--- src/hdl/branch_decode_regs.svh ---
// constants for the conditional branch decode block
`ifndef BRANCH_DECODE_REGS_SVH
`define BRANCH_DECODE_REGS_SVH
`define OPC_HI_BRANCH 4'he
`define OPC_LO_NEG 4'h6
`define OPC_LO_NO_CARRY 4'h3
`define PC_STEP 21'h000002
`define PC_W 21
`endif

--- src/hdl/branch_decode_pkg.sv ---
// types for the conditional branch decode block
package branch_decode_pkg;
   typedef enum logic [1:0] {
      PH_Q1 = 2'b00,
      PH_Q2 = 2'b01,
      PH_Q3 = 2'b11,
      PH_Q4 = 2'b10
   } phase_t;
   typedef struct packed {
      logic negative;
      logic carry;
   } flags_t;
   typedef struct packed {
      logic valid;
      logic [15:0] word;
      logic [20:0] addr;
   } fetch_t;
endpackage

--- src/hdl/conditional_branch_decode.sv ---
// decode and execute of the two conditional relative branches
// Operation
// [RQ1] opcode e6xx is branch_when_negative; taken only when negative flag is one
// [RQ2] opcode e3xx is branch_when_no_carry; taken only when carry flag is zero
// [RQ3] taken target is instruction address plus two plus twice signed offset
// [RQ4] offset byte is two's complement, -128 to 127 words
// [RQ5] one instruction cycle when not taken, two when taken
// [RQ6] taken: decode, read, process, write pc; then four no-op phases
// [RQ7] not taken: continue at instruction address plus two
// [RQ8] flags stay unchanged by either branch
`timescale 1ns/1ps
`default_nettype none
`include "branch_decode_regs.svh"
module conditional_branch_decode
   import branch_decode_pkg::*;
(
   // clock and reset
   input wire logic sys_clk,
   input wire logic srst,
   // instruction presented at q1 of each instruction cycle
   input wire fetch_t fetch,
   input wire flags_t flags_in,
   // program counter and flag results
   output logic [20:0] pc_r,
   output logic pc_load_r,
   output flags_t flags_r,
   output logic busy_r,
   output logic taken_r,
   output phase_t phase_r
);
   // latched word and address, offset byte and computed target
   logic [15:0] ir_r;
   logic [20:0] ia_r;
   logic is_neg, is_nc, cond, nop_cycle_r;
   logic [7:0] off_r;
   logic [20:0] tgt_r;

   // opcode match on the latched word
   assign is_neg = ir_r[15:12] == `OPC_HI_BRANCH && ir_r[11:8] == `OPC_LO_NEG; // [RQ1]
   assign is_nc = ir_r[15:12] == `OPC_HI_BRANCH && ir_r[11:8] == `OPC_LO_NO_CARRY; // [RQ2]
   assign cond = (is_neg && flags_r.negative) || (is_nc && !flags_r.carry); // [RQ1] [RQ2]

   // four phase sequencer, free running
   always_ff @(posedge sys_clk) begin
      if (srst) begin
         phase_r <= PH_Q1;
      end else begin
         unique case (phase_r)
            PH_Q1: phase_r <= PH_Q2;
            PH_Q2: phase_r <= PH_Q3;
            PH_Q3: phase_r <= PH_Q4;
            PH_Q4: phase_r <= PH_Q1;
         endcase
      end
   end

   // q1 decode: capture address always, and the word only when valid and not flushing
   always_ff @(posedge sys_clk) begin
      if (srst) begin
         ir_r <= 16'h0000;
         ia_r <= 21'h000000;
      end else if (phase_r == PH_Q1) begin
         ir_r <= (fetch.valid && !nop_cycle_r) ? fetch.word : 16'h0000;
         ia_r <= fetch.addr;
      end
   end

   // q2 read offset, q3 compute target
   always_ff @(posedge sys_clk) begin
      if (srst) begin
         off_r <= 8'h00;
         tgt_r <= 21'h000000;
      end else if (phase_r == PH_Q2) begin
         off_r <= ir_r[7:0];
      end else if (phase_r == PH_Q3) begin
         // sign extend, then double for word steps
         tgt_r <= ia_r + `PC_STEP + {{12{off_r[7]}}, off_r, 1'b0}; // [RQ3] [RQ4]
      end
   end

   // q4 write pc, or fall through; taken arms a nop cycle
   always_ff @(posedge sys_clk) begin
      if (srst) begin
         pc_r <= 21'h000000;
         pc_load_r <= 1'b0;
         taken_r <= 1'b0;
         nop_cycle_r <= 1'b0;
      end else begin
         pc_load_r <= 1'b0;
         if (phase_r == PH_Q4) begin
            taken_r <= 1'b0;
            nop_cycle_r <= 1'b0;
            if (!nop_cycle_r && cond) begin
               pc_r <= tgt_r; // [RQ6]
               pc_load_r <= 1'b1;
               taken_r <= 1'b1;
               nop_cycle_r <= 1'b1; // [RQ5]
            end else if (!nop_cycle_r) begin
               pc_r <= ia_r + `PC_STEP; // [RQ7]
            end
         end
      end
   end

   // busy through the flushed second cycle
   // lags nop_cycle_r by one clock, so it reads as a plain status level
   always_ff @(posedge sys_clk) begin
      if (srst) begin
         busy_r <= 1'b0;
      end else begin
         busy_r <= nop_cycle_r; // [RQ5]
      end
   end

   // flags pass through; branches never write them
   // cond reads the copy taken with the word, so a late flag change
   // cannot flip a branch that is already in flight
   always_ff @(posedge sys_clk) begin
      if (srst) begin
         flags_r <= '0;
      end else if (phase_r == PH_Q1) begin
         flags_r <= flags_in; // [RQ8]
      end
   end

   // taken branch writes pc once, then stays quiet through its flush
   taken_load_a: assert property (@(posedge sys_clk) disable iff (srst) // [RQ6]
      $rose(taken_r) |-> pc_load_r ##1 !pc_load_r[*3])
      else $error("taken branch did not load pc once");

   load_pulse_a: assert property (@(posedge sys_clk) disable iff (srst) // [RQ6]
      pc_load_r |=> !pc_load_r)
      else $error("pc load pulse longer than one clock");

   no_load_a: assert property (@(posedge sys_clk) disable iff (srst) // [RQ1]
      pc_load_r |-> taken_r)
      else $error("pc loaded without taken branch");

   // taken level stands for one whole instruction cycle
   taken_hold_a: assert property (@(posedge sys_clk) disable iff (srst) // [RQ5]
      $rose(taken_r) |-> taken_r[*4] ##1 !taken_r)
      else $error("taken level not four clocks long");

   // a not-taken branch does nothing in q4 beyond the sequential step
   seq_pc_a: assert property (@(posedge sys_clk) disable iff (srst) // [RQ7]
      (phase_r == PH_Q4 && !nop_cycle_r && !cond) |=> pc_r == $past(ia_r) + `PC_STEP)
      else $error("fall through pc wrong");

   quiet_q4_a: assert property (@(posedge sys_clk) disable iff (srst) // [RQ6]
      (phase_r == PH_Q4 && !cond) |=> !taken_r && !pc_load_r)
      else $error("not taken branch acted in q4");

   // the pc only moves on a q4 edge; other phases leave it alone
   pc_hold_a: assert property (@(posedge sys_clk) disable iff (srst) // [RQ6]
      phase_r != PH_Q4 |=> $stable(pc_r))
      else $error("pc moved outside q4");

   // flush: the word after a taken branch never reaches execution
   flush_a: assert property (@(posedge sys_clk) disable iff (srst) // [RQ5]
      (phase_r == PH_Q4 && taken_r) |-> ##1 ir_r == 16'h0000)
      else $error("second cycle not flushed");

   flush_no_load_a: assert property (@(posedge sys_clk) disable iff (srst) // [RQ5]
      (phase_r == PH_Q4 && nop_cycle_r) |=> !pc_load_r && !taken_r)
      else $error("flushed cycle wrote the pc");

   busy_len_a: assert property (@(posedge sys_clk) disable iff (srst) // [RQ5]
      $rose(busy_r) |-> busy_r[*4] ##1 !busy_r)
      else $error("busy not one instruction cycle long");

   // target arithmetic, checked against the captured address as it stood two clocks back
   target_a: assert property (@(posedge sys_clk) disable iff (srst) // [RQ3]
      pc_load_r |-> pc_r == $past(ia_r, 2) + `PC_STEP + {{12{off_r[7]}}, off_r, 1'b0})
      else $error("branch target wrong");

   offset_read_a: assert property (@(posedge sys_clk) disable iff (srst) // [RQ4]
      phase_r == PH_Q3 |-> off_r == ir_r[7:0])
      else $error("offset byte not read in q2");

   addr_hold_a: assert property (@(posedge sys_clk) disable iff (srst) // [RQ3]
      phase_r != PH_Q1 |=> $stable(ia_r))
      else $error("instruction address moved mid cycle");

   // each opcode obeys only its own flag
   neg_a: assert property (@(posedge sys_clk) disable iff (srst) // [RQ1]
      (phase_r == PH_Q4 && is_neg && !nop_cycle_r && !flags_r.negative) |=> !pc_load_r)
      else $error("negative branch taken with flag clear");

   neg_take_a: assert property (@(posedge sys_clk) disable iff (srst) // [RQ1]
      (phase_r == PH_Q4 && is_neg && !nop_cycle_r && flags_r.negative) |=> pc_load_r)
      else $error("negative branch not taken");

   nc_a: assert property (@(posedge sys_clk) disable iff (srst) // [RQ2]
      (phase_r == PH_Q4 && is_nc && !nop_cycle_r && !flags_r.carry) |=> pc_load_r)
      else $error("no carry branch not taken");

   nc_refuse_a: assert property (@(posedge sys_clk) disable iff (srst) // [RQ2]
      (phase_r == PH_Q4 && is_nc && !nop_cycle_r && flags_r.carry) |=> !pc_load_r)
      else $error("no carry branch taken with carry set");

   // flags only change on the q1 capture edge
   flags_keep_a: assert property (@(posedge sys_clk) disable iff (srst) // [RQ8]
      phase_r != PH_Q1 |=> flags_r == $past(flags_r))
      else $error("flags changed outside sampling");

   // phase sequencer walks the gray order without skipping
   phase_q1_a: assert property (@(posedge sys_clk) disable iff (srst) // [RQ6]
      phase_r == PH_Q1 |=> phase_r == PH_Q2)
      else $error("phase did not leave q1 for q2");

   phase_q4_a: assert property (@(posedge sys_clk) disable iff (srst) // [RQ6]
      phase_r == PH_Q4 |=> phase_r == PH_Q1)
      else $error("phase did not wrap from q4");

   // main scenarios
   cov_neg_taken: cover property (@(posedge sys_clk) is_neg && pc_load_r);
   cov_nc_taken: cover property (@(posedge sys_clk) is_nc && pc_load_r);
   cov_back: cover property (@(posedge sys_clk) pc_load_r && off_r[7]);
   cov_not_taken: cover property (@(posedge sys_clk) phase_r == PH_Q4 && is_nc && !cond);
   cov_flush: cover property (@(posedge sys_clk) busy_r && phase_r == PH_Q4);
endmodule
`default_nettype wire

--- config.mk ---
export PLATFORM = sky130hd
export DESIGN_NAME = conditional_branch_decode
export DESIGN_NICKNAME = d
export VERILOG_FILES = /design/src/hdl/branch_decode_pkg.sv /design/src/hdl/conditional_branch_decode.sv
export VERILOG_INCLUDE_DIRS = /design/src /design/src/hdl
export SDC_FILE = /design/constraint.sdc
export NUM_CORES = 1
export LEC_CHECK = 0
export ABC_AREA = 1
export BUFFER_PORTS_ARGS = -buffer_cell sky130_fd_sc_hd__buf_4
export CAP_MARGIN = 15
export CELL_PAD_IN_SITES_DETAIL_PLACEMENT = 1
export CELL_PAD_IN_SITES_GLOBAL_PLACEMENT = 1
export CORE_UTILIZATION = 45
export DETAILED_ROUTE_END_ITERATION = 16
export GPL_TIMING_DRIVEN = 0
export PLACE_DENSITY_LB_ADDON = 0.1
export SLEW_MARGIN = 0
export SYNTH_ARGS = -nofsm -noshare
export SYNTH_HDL_FRONTEND = slang
export SYNTH_SLANG_ARGS = --single-unit
--- constraint.sdc ---
create_clock -name sys_clk -period 3.4 [get_ports sys_clk]
set_input_delay 0.17 -clock sys_clk [delete_from_list [all_inputs] [get_ports sys_clk]]
set_output_delay 0.17 -clock sys_clk [all_outputs]
set_load 0.1 [all_outputs]
Word-level counts from Yosys, hierarchy flattened

Index checks and enable logic that the tools add are counted.

Latch bits: 0
Memories: 0
Bits in writable memories: 0
Bits in read-only memories: 0
Register bits after elaboration: 94

Order comparisons: 0
Shift operators: 0
Multipliers: 0
Muxes and demuxes: 5
Reduce and logical (&&, ||, !) cells: 13
Bitwise gates (word level): 2
Eq/ne operators: 7
Div/mod/pow operators: 0
$add $sub $neg: 2

Operators with widths:

| operator                | number |
|---|---|
| $mux W21                | 2 |
| $add A21 B2 Y21 const B | 1 |
| $add A21 B21 Y21        | 1 |
| $mux W16                | 1 |
| $pmux W2 S4             | 1 |
| $logic_and A1 B1 Y1     | 6 |
| $eq A2 B2 Y1 const B    | 2 |
| $eq A4 B2 Y1 const B    | 1 |
| $eq A4 B3 Y1 const B    | 1 |
| $eq A4 B4 Y1 const B    | 1 |
| $reduce_and A2 Y1       | 2 |
| $eq A2 B1 Y1 const B    | 1 |
| $logic_not A1 Y1        | 2 |
| $logic_not A2 Y1        | 1 |
| $ne A2 B1 Y1 const B    | 1 |
| $not A1 Y1              | 2 |
| $reduce_or A2 Y1        | 1 |
| $logic_or A1 B1 Y1      | 1 |
| $mux W1                 | 1 |

Depth between registers and ports, before layout

Depth after elaboration: 7
Gate-level depth with buffers: 19

Least setup slack after synthesis

No wires, ideal clock.

Path type: register to register
Start point: reg ia_r[1]
End point: reg tgt_r[20]
Path slack: 1060 ps
Stages on the path, launching flop included: 18
Period minus slack after synthesis: 2340 ps
Path buffers: 0
Arrival: 2218 ps
Cell sequence: dfxtp_1 > ha_1 > nand2_2 > nor3_4 > nand2_2 > nor2_2 > xnor2_1 > clkinv_1 > ha_1 > nand2_1 > nor2_1 > nand2_1 > inv_1 > nand4_1 > nand3_1 > nand3_1 > nand2_1 > a21oi_2

Cells in the longest elaborated chain, start to end: 2

RTL lines:

| item                             | line                            | text |
|---|---|---|
| start: declaration               | conditional_branch_decode.sv:33 | `logic [20:0] ia_r;` |
| start signal: assignment         | conditional_branch_decode.sv:64 | `ia_r <= fetch.addr;` |
| $add A21 B2 Y21 (no source line) | -                               |  |
| $add A21 B21 Y21                 | conditional_branch_decode.sv:77 | `` tgt_r <= ia_r + `PC_STEP + {{12{off_r[7]}}, off_r, 1'b0}; `` |
| end signal: assignment           | conditional_branch_decode.sv:77 |  |
| end: declaration                 | conditional_branch_decode.sv:36 | `logic [20:0] tgt_r;` |

Every way passes these cells.
A chain may end at the register's enable or synchronous reset.

Worst setup path after layout

Start point: reg ia_r[3]
End point: reg tgt_r[19]

Same word-level chain as after synthesis.

==> metrics <==
Antenna Cells 0; fraction of final layout cells sized beyond drive strength 1 0.148; Final Skew 10.8 ps; crit path capture tgt_r[19]; synthesis warning total 0; DR vias 5258; initial antenna violation count 0; Slew @ Worst Pin 772 ps; Total Power 0.00289 W; io pins 70; pwr/cell area 472 nW/um2; max-slew violation count 0; worst slew slack as a fraction of its limit 0.485; Bufs on Longest Clock Path 2; Reg2Reg Setup Slack 550 ps; Synth cell types 36; min Tclk post-route 2850 ps; htree depth 3; clock sink count 94; detailed-routing wirelength on met1 7.58 mm; Max Cap Violations 0; Worst setup SP type register; fmax 0.351 GHz; Die Ht 109 um; Post-Synthesis Cells 749; outcome completed; Via-to-Cell Ratio 5.40; pin count of the biggest net entering global routing 19; Rows 38; Fillers 1480; Avg Inst Size Synth 6.88 um2; worst min path class in -> reg; area used by multi-input combinational logic 2840 um2; Hold Buf Count CTS 0; period utilization 0.837; crit-path max FO 5; WL met2 8.41 mm; CP Launch Point ia_r[3]; CP Class reg -> reg; post-route setup TNS 0 ps; Worst R2R End tgt_r[19]; Root Buffer clkbuf_16; Worst EP required 3680 ps; DR DRC count 0; Die ar. 11900 um2; reg2reg path depth 14; total grt overflow 0; final WL 17.2 mm; Die W 109 um; IO Port Bufs 68; Setup Viol. Count Final 0; FF-to-FF Start ia_r[3]; vias in the first global route 5437; WL met3 814 um; first-pass GRT wire length 27.4 mm; CTS clk-pin slew, worst paths 70 ps; DR pass1 iterations 5; gpl congestion 0.890; post-synthesis sequential area ratio 0.365; Area Growth Syn to Fin 19.0%; Leak Pwr 2.94 nW; highest routed metal layer met4; GRT Total Usage 0.309; Arrival @ worst endpoint 3130 ps; peak supply drop 0.000290 V; PostCTS Resize Cnt 0; DRT iter0 DRCs 237; Yosys reg bits 94; FF+latch area 1880 um2; Core Box Area 11000 um2; syn_nets 813; DRT antenna net count 0; postcts setup bufs 0; dpl hpwl 13.3 mm; Worst setup EP type register; Mapped Area 5150 um2; total CTS buffers 9; nets 892; Worst-Skew Late Latency 350 ps; Final Hold Viols 0; RSZ-0062 raised after global routing no; per-cell routed wire length 17.7 um; CTS tree done; Initial Util 0.469
-- registers in the layout, indices dropped and copies added (netlist names) --
register and count:
ia_r 21, pc_r 21, tgt_r 21, ir_r 16, off_r 8, flags_r 2, phase_r 2, busy_r 1
nop_cycle_r 1, pc_load_r 1
-- area by class of cell --
| cell class | instances | area share |
|---|---|---|
| Timing Repair Buffer | 68 | 0.0832 |
| Inverter | 84 | 0.0514 |
| Sequential cell | 94 | 0.307 |
| Multi-Input combinational cell | 543 | 0.463 |
| Buffer | 28 | 0.0186 |
| Clock inverter | 7 | 0.0112 |
| Tap cell | 140 | 0.0286 |
| Clock buffer | 9 | 0.0367 |
-- cell usage after synthesis --
master | n | area share
a21o_1 | 4 | 0.0058
a21oi_1 | 85 | 0.083
a21oi_2 | 1 | 0.0017
and2_1 | 1 | 0.0012
buf_2 | 7 | 0.0068
clkbuf_1 | 21 | 0.015
clkinv_1 | 2 | 0.0015
dfxtp_1 | 94 | 0.37
fa_1 | 1 | 0.0039
ha_1 | 21 | 0.051
inv_1 | 75 | 0.055
inv_2 | 7 | 0.0051
nand2_1 | 137 | 0.10
nand2_2 | 7 | 0.0085
nand2_4 | 1 | 0.0022
nand3_1 | 36 | 0.035
nand3_2 | 3 | 0.0058
nand4_1 | 8 | 0.0097
nor2_1 | 96 | 0.070
nor2_2 | 4 | 0.0049
nor2_4 | 3 | 0.0066
nor2_8 | 1 | 0.0039
nor3_1 | 6 | 0.0058
nor3_4 | 1 | 0.0032
nor4_1 | 1 | 0.0012
o211ai_1 | 5 | 0.0073
o21a_1 | 4 | 0.0058
o21ai_0 | 86 | 0.084
o21ai_1 | 3 | 0.0029
o21ai_2 | 1 | 0.0017
o21bai_1 | 4 | 0.0058
o21bai_2 | 1 | 0.0022
or2_1 | 1 | 0.0012
xnor2_1 | 5 | 0.0085
xor2_1 | 14 | 0.024
xor2_2 | 2 | 0.0063
-- cells by family after synthesis --
logic type | after synthesis | synth area share
AO/OA/AOI/OAI | 194 | 0.199
flip-flops | 94 | 0.365
AND/OR/NAND/NOR | 306 | 0.259
buffers and inverters | 112 | 0.0833
XOR/XNOR | 21 | 0.0386
adder cells (fa/ha/maj) | 22 | 0.0549
-- worst min-delay path by stage --
stage                     slack (ps)          to  cells past startpoint         from
after floorplan                  300     ia_r[2]                      2     fetch[2]
after global placement           390     ia_r[8]                      3     fetch[8]
after detailed placement         400     ia_r[2]                      3     fetch[2]
after CTS                         30     ia_r[2]                      3     fetch[2]
after global routing              50  flags_r[1]                      3  flags_in[1]
final                             40  flags_r[0]                      3  flags_in[0]
-- critical path, stage by stage (launching register included) --
cell,delay (ps)
dfxtp_1,420
nand2_1,120
nor2_4,170
nand3_1,110
xor2_1,420
ha_1,390
a21oi_1,260
o21ai_0,120
nand2_1,70
nand3_1,190
nand2_1,190
nand3_1,90
nand2_1,70
nor2_1,50
nor2_1,100
-- cells in the final DEF, fill, tap and decap left out, types with 8 or more instances in the layout --
master and count:
inv_1 75, o21ai_0 86, nor2_1 96, buf_4 68, xor2_1 14, ha_1 21
nand2_1 137, clkbuf_1 21, nand3_1 36, nand4_1 8, clkbuf_16 9, a21oi_1 85
dfxtp_1 94
-- report_power, final --
part	switching, W	total (W)	leakage [nW]	internal, W
Clock	0.000491	0.00100	0.137	0.000513
Sequential	0.0000672	0.00124	0.773	0.00118
Combinational	0.000449	0.000646	2.03	0.000197
Total	0.00101	0.00289	2.94	0.00189
-- through the flow --
step	hold slack, ps	setup WS, ps	std cells	instance area [um2]	util
finish	37.1	555	973	6130	0.558
global route	46.0	266	973	6130	0.558
CTS	32.2	560	973	6130	0.558
detailed placement	401	588	957	5840	0.532
global placement	390	663	957	5840	0.532
floorplan	305	1060	749	5150	-
-- layer usage --
layer  GRT usage  up-vias
li1            -     2600
met1       0.380     2500
met2       0.544      131
met3      0.0430       27
met4       0.114        0
met5           0        -
Power figures use the tool's default switching activity.
